### config.mk
export PLATFORM = sky130hd
export DESIGN_NAME = mssa_scan_top
export DESIGN_NICKNAME = d
export VERILOG_FILES = /design/src/core/mssa_smooth.v /design/src/core/mssa_alarm.v /design/src/core/mssa_scan_top.v
export VERILOG_INCLUDE_DIRS = /design/src /design/src/core
export SDC_FILE = /design/constraint.sdc
export NUM_CORES = 2
export LEC_CHECK = 0
export BUFFER_PORTS_ARGS = -buffer_cell sky130_fd_sc_hd__clkbuf_2
export CAP_MARGIN = 20
export CORE_UTILIZATION = 45
export CTS_CLUSTER_SIZE = 8
export DETAILED_ROUTE_END_ITERATION = 6
export GPL_ROUTABILITY_DRIVEN = 0
export PLACE_DENSITY = 0.64
export SYNTH_ARGS = -nofsm -noshare
export SYNTH_HDL_FRONTEND = slang
export SYNTH_SLANG_ARGS = --single-unit
### constraint.sdc
create_clock -name clk_sys -period 11.7 [get_ports clk_sys]
set_input_delay 0 -clock clk_sys [delete_from_list [all_inputs] [get_ports clk_sys]]
set_output_delay 0 -clock clk_sys [all_outputs]
set_load 0.01 [all_outputs]
### src/core/mssa_map.vh
// Constants for the multichannel sensor scan and alarm block
`ifndef MSSA_MAP_VH
`define MSSA_MAP_VH
`define MSSA_KIND_W 8
`define MSSA_KIND_DEFAULT 8'h00
`define MSSA_KIND_DISABLED 8'hFF
`define MSSA_KIND_MAX_SUPPORTED 8'h0F
`define MSSA_DATA_W 16
`define MSSA_DATA_OPEN_HIGH 16'h7FFF
`define MSSA_DATA_OPEN_LOW 16'h8001
`define MSSA_WEIGHT_W 8
`define MSSA_WEIGHT_RESET 8'h00
`define MSSA_FAIL_RESET 1'b1
`define MSSA_SLOT_NS 1000
`define MSSA_CLK_NS 8
`define MSSA_SLOT_CYCLES (`MSSA_SLOT_NS / `MSSA_CLK_NS)
`define MSSA_ALM_DISABLED 3'b001
`define MSSA_ALM_ARMED 3'b010
`define MSSA_ALM_SOUNDING 3'b100
`endif

### src/core/mssa_smooth.v
// Single-pole low-pass filter datapath for one sample
`timescale 1ns/100ps
`include "mssa_map.vh"
module mssa_smooth #(
    parameter DW = 16,
    parameter KW = 8
) (
    input wire [DW-1:0] raw_sample,
    input wire [DW-1:0] prev_out,
    input wire [KW-1:0] weight,
    output wire [DW-1:0] filt_out
);
    wire signed [DW+KW+1:0] raw_term;
    wire signed [DW+KW+1:0] prev_term;
    wire signed [DW+KW+1:0] sum;
    // out = ((256-k)*raw + k*prev) / 256
    assign raw_term = $signed(raw_sample) * $signed({2'b00, (9'h100 - {1'b0, weight})});
    assign prev_term = $signed(prev_out) * $signed({2'b00, 1'b0, weight});
    assign sum = raw_term + prev_term;
    assign filt_out = sum[DW+KW-1:KW];
endmodule

### src/core/mssa_alarm.v
// Alarm state machine for one channel
`timescale 1ns/100ps
`include "mssa_map.vh"
module mssa_alarm #(
    parameter DW = 16
) (
    input wire clk_sys,
    input wire reset_n,
    input wire clk_en,
    input wire arm_cmd,
    input wire arm_value,
    input wire kind_cmd,
    input wire alarm_read,
    input wire sample_valid,
    input wire [DW-1:0] data_value,
    input wire [DW-1:0] upper_threshold,
    input wire [DW-1:0] lower_threshold,
    output wire sounding,
    output wire armed
);
    reg [2:0] state_q;
    reg [2:0] state_d;
    wire violation;
    assign violation = ($signed(data_value) > $signed(upper_threshold)) ||
                       ($signed(data_value) < $signed(lower_threshold));
    assign sounding = state_q[2];
    assign armed = state_q[1];
    always @*
    begin
        state_d = state_q;
        case (state_q)
            `MSSA_ALM_DISABLED:
                if (arm_cmd && arm_value)
                    state_d = `MSSA_ALM_ARMED;
            `MSSA_ALM_ARMED:
                if (arm_cmd && !arm_value)
                    state_d = `MSSA_ALM_DISABLED;
                else if (sample_valid && violation)
                    state_d = `MSSA_ALM_SOUNDING;
                else if (!($signed(upper_threshold) > $signed(lower_threshold)))
                    state_d = `MSSA_ALM_SOUNDING;
            `MSSA_ALM_SOUNDING:
                if (alarm_read)
                    state_d = `MSSA_ALM_DISABLED;
            default:
                state_d = `MSSA_ALM_DISABLED;
        endcase
        if (kind_cmd)
            state_d = `MSSA_ALM_DISABLED;
    end
    always @(posedge clk_sys or negedge reset_n)
    begin
        if (!reset_n)
            state_q <= `MSSA_ALM_DISABLED;
        else if (clk_en)
            state_q <= state_d;
    end
endmodule

### src/core/mssa_scan_top.v
// Scan manager: sensor kinds, filtering, open-sensor handling, alarms
// Overview of operation
// - Declared sensor kind selects excitation, gain and curve for later scans.
// - Declaring a kind zeros channel data; fresh data within ten/nineteen slots.
// - Declaring a kind zeros the channel smoothing weight, bypassing the filter.
// - Declaring a kind disables the alarm; limits become undefined.
// - Reset sets every kind to the default five volt range, data zero.
// - An unsupported kind code selects the default kind.
// - Disabled-kind channels are skipped by the scan.
// - Weight 0..255; out = (1-k/256)*raw + (k/256)*previous out.
// - Reset clears every smoothing weight to zero.
// - Open sensor forces data to large positive if fail_positive, else negative.
// - After reset every channel fails positive.
// - Single read returns latest channel data; disabled kind gives undefined.
// - All-channel read returns every channel, disabled ones undefined.
// - One alarm per channel; condition is data above upper or below lower.
// - Alarms start Disabled; arm command moves between Disabled and Armed.
// - Violation while Armed enters Sounding and raises the board alarm flag.
// - Sounding holds until the alarm status read, which returns it to Disabled.
// - Upper not above lower makes an armed channel sound at once.
// - Limits are undefined after reset.
// - Junction temperature read returns termination board reading, else undefined.
// - After reset every alarm is disabled.
// - Status read gives per-channel sounding plus summary, clears sounding channels.
`timescale 1ns/100ps
`include "mssa_map.vh"
module mssa_scan_top #(
    parameter NCH = 8,
    parameter CW = 3,
    parameter DW = `MSSA_DATA_W,
    parameter SLOT_CYCLES = `MSSA_SLOT_CYCLES
) (
    input wire clk_sys,
    input wire reset_n,
    input wire clk_en,
    input wire declare_sensor_kind,
    input wire [CW-1:0] cmd_channel,
    input wire [`MSSA_KIND_W-1:0] sensor_kind_code,
    input wire set_smoothing,
    input wire [`MSSA_WEIGHT_W-1:0] smoothing_weight,
    input wire set_open_sensor_direction,
    input wire fail_positive,
    input wire set_limit_pair,
    input wire [DW-1:0] upper_threshold,
    input wire [DW-1:0] lower_threshold,
    input wire arm_or_disarm_limit,
    input wire arm_value,
    input wire read_one_channel,
    input wire read_every_channel,
    input wire read_junction_temperature,
    input wire read_and_clear_alarm_states,
    input wire [DW-1:0] adc_sample,
    input wire adc_open_sensor,
    input wire adc_done,
    input wire [DW-1:0] junction_temp_pin,
    output reg [CW-1:0] scan_channel,
    output reg [`MSSA_KIND_W-1:0] scan_kind,
    output reg scan_start,
    output reg [DW-1:0] read_data,
    output reg read_valid,
    output reg [NCH*DW-1:0] all_data,
    output reg [NCH-1:0] alarm_status,
    output reg alarm_summary,
    output wire board_alarm
);
    reg [`MSSA_KIND_W-1:0] kind_q [0:NCH-1];
    reg [`MSSA_WEIGHT_W-1:0] weight_q [0:NCH-1];
    reg [DW-1:0] data_q [0:NCH-1];
    reg [DW-1:0] upper_q [0:NCH-1];
    reg [DW-1:0] lower_q [0:NCH-1];
    reg [NCH-1:0] fail_pos_q;
    reg [15:0] slot_cnt_q;
    reg [DW-1:0] jt_meta_q;
    reg [DW-1:0] jt_sync_q;
    reg [DW-1:0] sample_q;
    reg open_q;
    reg done_meta_q;
    reg done_sync_q;
    reg done_prev_q;
    reg [DW-1:0] sample_meta_q;
    reg open_meta_q;
    reg store_q;
    reg [DW-1:0] jt_prev_q;
    reg [DW-1:0] jt_val_q;
    // Set once a channel holds a converted value
    reg [NCH-1:0] fresh_q;
    reg [CW-1:0] next_ch;
    reg [31:0] cand;
    reg found;
    wire [NCH-1:0] sounding;
    wire [NCH-1:0] enabled;
    wire done_rise;
    wire [DW-1:0] filt_out;
    wire [DW-1:0] stored_value;
    wire [`MSSA_KIND_W-1:0] kind_eff;
    integer i;
    integer j;
    genvar g;

    // Unsupported codes fall back to the default kind
    assign kind_eff = (sensor_kind_code == `MSSA_KIND_DISABLED ||
                       sensor_kind_code <= `MSSA_KIND_MAX_SUPPORTED) ?
                      sensor_kind_code : `MSSA_KIND_DEFAULT;
    assign board_alarm = |sounding;
    assign done_rise = done_sync_q && !done_prev_q;

    // Samples come back from the converter after the scan slot is launched
    always @(posedge clk_sys or negedge reset_n)
    begin
        if (!reset_n)
        begin
            done_meta_q <= 1'b0;
            done_sync_q <= 1'b0;
            done_prev_q <= 1'b0;
            jt_meta_q <= {DW{1'b0}};
            jt_sync_q <= {DW{1'b0}};
            jt_prev_q <= {DW{1'b0}};
            jt_val_q <= {DW{1'b0}};
            sample_meta_q <= {DW{1'b0}};
            open_meta_q <= 1'b0;
            sample_q <= {DW{1'b0}};
            open_q <= 1'b0;
            store_q <= 1'b0;
        end
        else if (clk_en)
        begin
            done_meta_q <= adc_done;
            done_sync_q <= done_meta_q;
            done_prev_q <= done_sync_q;
            jt_meta_q <= junction_temp_pin;
            jt_sync_q <= jt_meta_q;
            jt_prev_q <= jt_sync_q;
            // A word caught mid-change never matches its successor, so it is dropped
            if (jt_sync_q == jt_prev_q)
                jt_val_q <= jt_sync_q;
            sample_meta_q <= adc_sample;
            open_meta_q <= adc_open_sensor;
            // Sample bus is steady well before done rises, so the late copy is clean
            store_q <= done_rise;
            if (done_rise)
            begin
                sample_q <= sample_meta_q;
                open_q <= open_meta_q;
            end
        end
    end

    // Next enabled channel above the current one, wrapping to the lowest
    always @*
    begin
        next_ch = scan_channel;
        cand = 32'h00000000;
        found = 1'b0;
        for (i = 1; i <= NCH; i = i + 1)
        begin
            // Candidate index wraps modulo the channel count
            cand = (scan_channel + i) % NCH;
            if (!found && enabled[cand])
            begin
                next_ch = cand[CW-1:0];
                found = 1'b1;
            end
        end
    end

    always @(posedge clk_sys or negedge reset_n)
    begin
        if (!reset_n)
        begin
            slot_cnt_q <= 16'h0000;
            scan_channel <= {CW{1'b0}};
            scan_kind <= `MSSA_KIND_DEFAULT;
            scan_start <= 1'b0;
        end
        else if (clk_en)
        begin
            scan_start <= 1'b0;
            if (slot_cnt_q == SLOT_CYCLES - 1)
            begin
                slot_cnt_q <= 16'h0000;
                // With every channel disabled the slot passes idle
                if (found)
                begin
                    scan_channel <= next_ch;
                    scan_kind <= kind_q[next_ch];
                    scan_start <= 1'b1;
                end
            end
            else
                slot_cnt_q <= slot_cnt_q + 16'h0001;
        end
    end

    mssa_smooth #(
        .DW(DW),
        .KW(`MSSA_WEIGHT_W)
    ) u_smooth (
        .raw_sample(sample_q),
        .prev_out(data_q[scan_channel]),
        .weight(weight_q[scan_channel]),
        .filt_out(filt_out)
    );

    assign stored_value = open_q ?
        (fail_pos_q[scan_channel] ? `MSSA_DATA_OPEN_HIGH : `MSSA_DATA_OPEN_LOW) : filt_out;

    // Per-channel configuration and data store
    generate
        for (g = 0; g < NCH; g = g + 1)
        begin : g_ch
            assign enabled[g] = kind_q[g] != `MSSA_KIND_DISABLED;
            always @(posedge clk_sys or negedge reset_n)
            begin
                if (!reset_n)
                begin
                    kind_q[g] <= `MSSA_KIND_DEFAULT;
                    weight_q[g] <= `MSSA_WEIGHT_RESET;
                    data_q[g] <= {DW{1'b0}};
                    fail_pos_q[g] <= `MSSA_FAIL_RESET;
                    fresh_q[g] <= 1'b0;
                    // Limits are left at zero; software must treat them as undefined
                    upper_q[g] <= {DW{1'b0}};
                    lower_q[g] <= {DW{1'b0}};
                end
                else if (clk_en)
                begin
                    if (declare_sensor_kind && cmd_channel == g)
                    begin
                        kind_q[g] <= kind_eff;
                        data_q[g] <= {DW{1'b0}};
                        weight_q[g] <= `MSSA_WEIGHT_RESET;
                        // Stale zero after a declare must not trip an armed alarm
                        fresh_q[g] <= 1'b0;
                    end
                    else
                    begin
                        if (set_smoothing && cmd_channel == g)
                            weight_q[g] <= smoothing_weight;
                        if (store_q && scan_channel == g && enabled[g])
                        begin
                            data_q[g] <= stored_value;
                            fresh_q[g] <= 1'b1;
                        end
                    end
                    if (set_open_sensor_direction && cmd_channel == g)
                        fail_pos_q[g] <= fail_positive;
                    if (set_limit_pair && cmd_channel == g)
                    begin
                        upper_q[g] <= upper_threshold;
                        lower_q[g] <= lower_threshold;
                    end
                end
            end
            mssa_alarm #(
                .DW(DW)
            ) u_alarm (
                .clk_sys(clk_sys),
                .reset_n(reset_n),
                .clk_en(clk_en),
                .arm_cmd(arm_or_disarm_limit && cmd_channel == g),
                .arm_value(arm_value),
                .kind_cmd(declare_sensor_kind && cmd_channel == g),
                .alarm_read(read_and_clear_alarm_states),
                .sample_valid(fresh_q[g] && enabled[g]),
                .data_value(data_q[g]),
                .upper_threshold(upper_q[g]),
                .lower_threshold(lower_q[g]),
                .sounding(sounding[g]),
                .armed()
            );
        end
    endgenerate

    // Read answers, registered one cycle after the request
    always @(posedge clk_sys or negedge reset_n)
    begin
        if (!reset_n)
        begin
            read_data <= {DW{1'b0}};
            read_valid <= 1'b0;
            all_data <= {NCH*DW{1'b0}};
            alarm_status <= {NCH{1'b0}};
            alarm_summary <= 1'b0;
        end
        else if (clk_en)
        begin
            read_valid <= read_one_channel || read_every_channel ||
                          read_junction_temperature || read_and_clear_alarm_states;
            if (read_one_channel)
                read_data <= data_q[cmd_channel];
            else if (read_junction_temperature)
                read_data <= jt_val_q;
            // Own loop index, so the scan search stays the only writer of i
            if (read_every_channel)
                for (j = 0; j < NCH; j = j + 1)
                    all_data[j*DW +: DW] <= data_q[j];
            if (read_and_clear_alarm_states)
            begin
                alarm_status <= sounding;
                alarm_summary <= |sounding;
            end
        end
    end
endmodule

# Yosys cells after proc, flatten, opt, wreduce, memory -nomap -nowiden
# Index checks and enable logic that the tools add are counted.
[classes] muxes=151 add_sub_neg=11 n_reduce_logical=191 order_cmp=37 bitwise_logic=3 n_div=0 mul=2 n_eq_ne=73 shift=0
[op_table] operator="$mux W16" count=25
[op_table] operator="$gt A16 B16 Y1" count=16
[op_table] operator="$mux W8" count=21
[op_table] operator="$mux W3" count=49
[op_table] operator="$lt A16 B16 Y1" count=8
[op_table] operator="$bmux W16 S3" count=2
[op_table] operator="$logic_and A1 B1 Y1" count=96
[op_table] operator="$reduce_and A2 Y1" count=45
[op_table] operator="$pmux W3 S3" count=8
[op_table] operator="$ne A8 B8 Y1 const B" count=8
[op_table] operator="$bmux W8 S3" count=2
[op_table] operator="$eq A3 B3 Y1 const B" count=16
[op_table] operator="$ne A5 B2 Y1 const B" count=8
[op_table] operator="$eq A3 B2 Y1 const B" count=12
[op_table] operator="$lt A3 B4 Y1 const B" count=9
[op_table] operator="$mux W1" count=35
[op_table] operator="$reduce_bool A2 Y1" count=17
[op_table] operator="$reduce_and A4 Y1" count=8
[op_table] operator="$eq A3 B1 Y1 const B" count=10
[op_table] operator="$bmux W1 S3" count=9
[op_table] operator="$add A24 B24 Y24" count=1
[op_table] operator="$mul A16 B10 Y24" count=1
[op_table] operator="$mul A16 B9 Y24" count=1
[op_table] operator="$ne A3 B1 Y1 const B" count=8
[op_table] operator="other kinds (17)" count=53
[totals] mem_bits_ro=0 out_inout_bits=167 regBits=836 memories=0 ram_bits=0 inputBits=99 word_cells=553 latch_bits=0

# Logic depth before layout (Yosys ltp)
[depth] ltp_word=29 mapped_depth=35 depth_no_buf=32

# Hierarchy
# Synthesis repeated with hierarchy kept, for this count alone.
[hier_totals] cells_unflattened=5187 hier_area_um2=55400.6
[modules_own_cells] module="mssa_scan_top" seq_area_each_um2=20329.5 n_inst=1 area_per_inst_um2=34862.2 cells_each=2675
[modules_own_cells] module="mssa_smooth" seq_area_each_um2=0.0 n_inst=1 area_per_inst_um2=9729.3 cells_each=1091
[modules_own_cells] module="mssa_alarm at g_ch[0].u_alarm ..." seq_area_each_um2=76.3 n_inst=7 area_per_inst_um2=1353.8 cells_each=178
[modules_own_cells] module="mssa_alarm at g_ch[4].u_alarm" seq_area_each_um2=76.3 n_inst=1 area_per_inst_um2=1332.5 cells_each=175

# Least setup slack after synthesis
# Ideal clock, no wire load.
[synth_timing] kind="register -> register" start="reg scan_channel[0]" end="reg data_q[111] in the netlist's numbering" stages_incl_launch_ff=30 setup_slack_ps=3018 arrival_ps=8603 path_cell_list="dfrtp_1 buf_4 buf_1 clkbuf_1 buf_1 mux4_2 nand2_1 nand2_1 nand2_1 fa_1 inv_1 fa_1 fa_1 fa_1 fa_1 inv_1 fa_1 inv_1 ha_1 a21o_1 a21o_1 a21o_1 a31oi_1 a311oi_2 a21o_1 a21o_1 a21oi_2 and4b_1 o41a_4 o21ai_2"
[synth_between] elab_chain_len=10 word_cells_on_any_way=22 classes_between="add/sub (2); mul (2); eq/ne (1); mux (12); bitwise (1); reduce/logical (4)"
[synth_lines] element="from (decl)" line="mssa_scan_top.v:56" source="output reg [CW-1:0] scan_channel,"
[synth_lines] element="from (signal assigned)" line="mssa_scan_top.v:171" source="scan_channel <= {CW{1'b0}};"
[synth_lines] element="from (signal assigned)" line="mssa_scan_top.v:184" source="scan_channel <= next_ch;"
[synth_lines] element="$not A3 Y4 (implied by the code)" line="mssa_scan_top.v:199, mssa_scan_top.v:200"
[synth_lines] element="$bmux W8 S3" line="mssa_scan_top.v:200" source=".weight(weight_q[scan_channel]),"
[synth_lines] element="$mux W8 (implied by the code) (2 in a row)" line="mssa_scan_top.v:200"
[synth_lines] element="$sub A9 B8 Y9" line="mssa_smooth.v:17" source="assign raw_term = $signed(raw_sample) * $signed({2'b00, (9'h100 - {1'b0, weight})});"
[synth_lines] element="$mul A16 B10 Y24" line="mssa_smooth.v:17"
[synth_lines] element="$add A24 B24 Y24" line="mssa_smooth.v:19" source="assign sum = raw_term + prev_term;"
[synth_lines] element="$mux W16" line="mssa_scan_top.v:204" source="assign stored_value = open_q ?"
[synth_lines] element="$mux W16" line="mssa_scan_top.v:239" source="if (store_q && scan_channel == g && enabled[g])"
[synth_lines] element="$mux W16" line="mssa_scan_top.v:227" source="if (declare_sensor_kind && cmd_channel == g)"
[synth_lines] element="to (signal, indexed assignment)" line="mssa_scan_top.v:218" source="data_q[g] <= {DW{1'b0}};"
[synth_lines] element="to (signal, indexed assignment)" line="mssa_scan_top.v:230" source="data_q[g] <= {DW{1'b0}};"
[synth_lines] element="to (signal, indexed assignment)" line="mssa_scan_top.v:241" source="data_q[g] <= stored_value;"
[synth_lines] element="to (decl)" line="mssa_scan_top.v:68" source="reg [DW-1:0] data_q [0:NCH-1];"
# Several ways; a longest one is shown, not always the timed one. The select of a mux whose other input is x is not followed.
# A chain may end at the register's enable or synchronous reset.

# Worst setup path after layout
[layout_timing] start="reg scan_channel[1]" end="reg data_q[111] in the netlist's numbering"
# Same word-level chain as after synthesis.

==> summary.txt <==
Status: completed
Synthesized Nets: 6300
FFs w/ async S/R, synth: 100.0%
WHS: 0.05442 ns
Vias: 43090
CP top delay family: adder cells
Clock Tree Buf Depth: 3
Register Area: 20950 µm²
Worst-path clk slew: 0.05 ns
H-tree depth: 3
Vias in the first global route: 42380
Crit path time final: 9.780 ns
Skew-Pair Late Insertion Delay: 0.75 ns
CP max FO: 36
CP startpoint: scan_channel[1]
Antenna violations before repair: 11
Setup WS post-layout: 1.920 ns
Layout cells sized above 1: 16.39%
Area of the multi-input gates: 31130 µm²
RSZ-0062 raised after global routing: no
Netlist cell types: 93
Syn avg cell area: 10.11 µm²
Die area: 124400 µm²
Largest net degree at the start of global routing: 170
Post-synthesis cell area: 55360 µm²
Yosys top cell area share: 37.07%
TritonCTS Buffers: 116
Final Setup Violations: 0
Startpoint Class: flip-flop
Mapped Cells: 5477
Die W: 352.7 µm
WL per Instance: 24.02 µm
Clock skew: 0.07886 ns
Crit path arrival time: 10.41 ns
# nets final: 6606
Slowest stage cell on the critical path: dfrtp_2
CTS tree: yes
Slew Viols, Final: 0
Final core utilization: 51.33%
Critical Path End Type: flip-flop
Port Buffers: 265
R2R Path Start: scan_channel[1]
Drt first-iter violations: 4414
Total wire length: 179000 µm
Pre-CTS setup slack: 1.990 ns
Row count: 128
Fin Setup TNS: 0 ns
Yosys top cell by area: dfrtp_1
WP buf/inv: 4
Post-DRT Antenna Nets: 0
DR DRC count: 0
Slew HR: 17.27%
Worst hold path class: in2reg
Post-synth EDFFs: 0
Area contributors post-synth: dfrtp_1 37%, ha_1 11%, fa_1 9.1%
Max Cap Violations: 0
CTS sink cnt: 836
Sequential share of the synthesized area: 37.82%
Period utilization: 83.59%
Setup CP Type: reg2reg
Routed vias/inst: 5.785
CTS root buf: clkbuf_16
Slowest cell delay on critical path: 0.96 ns
Required time worst endpoint: 12.33 ns
Starting density of the core: 45.42%
I/O pin cnt: 266
All-Layer GR Usage: 28.81%
Hold Fails Final Rpt: 0
Synth Register Bits: 836
Dpl hpwl: 132500 µm
First-pass GRT wire length: 271100 µm
Core Region: 121900 µm²
DRT Pass-1 Iters: 6
Area delta synth->final: 13.00%
Hold path startpoint: adc_sample[10]
Warnings, synthesis: 0
Max Freq: 102.3 MHz
DIE HEIGHT: 352.7 µm
Most used flip-flop cell after synthesis: dfrtp_1
GR Overflow Total: 0
Slew @ Worst Pin: 1.241 ns
Fill count: 10890
==> layer usage <==
layer	wire length, µm	track usage [%]
met1	75400	39.88
met3	15520	5.633
met2	79330	43.90
met4	8626	12.79
met5	80	0
==> cell usage after synthesis (14+ instances only) <==
master / n
a211oi_1: 14
a21o_1: 93
a21oi_1: 155
a221oi_1: 60
a22o_1: 57
and2_1: 69
buf_1: 25
clkbuf_1: 164
clkbuf_2: 31
dfrtp_1: 820
dfstp_2: 16
fa_1: 253
ha_1: 471
inv_1: 644
mux2_2: 323
mux2i_1: 32
mux4_2: 93
nand2_1: 768
nand2b_1: 40
nand3_1: 38
nand4_1: 99
nor2_1: 206
nor2b_1: 105
nor3_1: 36
nor4_1: 14
o21a_1: 47
o21ai_0: 472
o21ai_1: 19
xnor2_1: 46
xor2_1: 22
==> area by class of cell <==
type | count | share of cell area [%]
timing repair buffer | 423 | 4.508
inverter | 650 | 3.904
clock buffer | 147 | 4.842
tap | 1625 | 3.250
antenna | 3 | 0.01200
multi-input combinational | 3756 | 49.77
clock inverter | 9 | 0.2340
sequential | 836 | 33.48
==> worst reg2reg max path, delay by kind of cell, from the launching register on <==
kind            cells  cell delay, ns
fa+ha+maj           7            3.06
flops               1            0.96
simple gates        7            2.45
mux                 1            0.60
compound gates     10            2.40
buf+inv             4            0.23
==> worst paths after layout <==
kind,to,slack [ns],cells after the start
worst min-delay path,sample_meta_q[10],0.05,3
max in group asynchronous,all_data[35],8.62,6
worst max-delay path,data_q[111],1.92,29
worst min register to register,slot_cnt_q[15],0.47,1
worst max register to register,data_q[111],1.92,29
min in group asynchronous,sample_q[0],0.51,4
==> registers in the layout, summed over array words and instances (netlist names), 24 cells and up <==
signal and cells:
data_q 128, weight_q 64, g_ch.u_alarm.state_q 24, kind_q 64, lower_q 128, all_data 128, upper_q 128
==> cells by family after synthesis <==
group	Yosys count	share of synthesized area, %
buf+inv	885	6.145
simple gates	1468	12.27
mux	454	11.18
fa+ha+maj	724	19.79
compound gates	1041	11.66
flops	836	37.82
xor+xnor	69	1.126
==> timing repair <==
item | 4_1_cts | 5_1_grt
hold buffers | 96 | 0
resized for setup | 0 | 0
buffers inserted | 0 | 0
hold endpoints to repair | 551 | 0
endpoints found under the setup margin | 0 | 0
==> through the flow <==
step,std cells,cell area (µm²)
floorplan,5477,55360
global placement,7189,58340
detailed placement,7190,58350
CTS,7442,62500
global route,7447,62550
finish,7449,62560
==> layout by cell type, fill, tap and decap left out, drive strengths merged, types with 156 or more instances in the layout <==
cell / count
mux2: 324
o21ai: 500
ha: 471
clkbuf: 412
fa: 253
dfrtp: 820
nand2: 773
inv: 649
a21oi: 156
nor2: 207
Power is left out: the tool's default activity adds up to more than one toggle a clock period on the data nets, which glitch-free logic cannot reach.
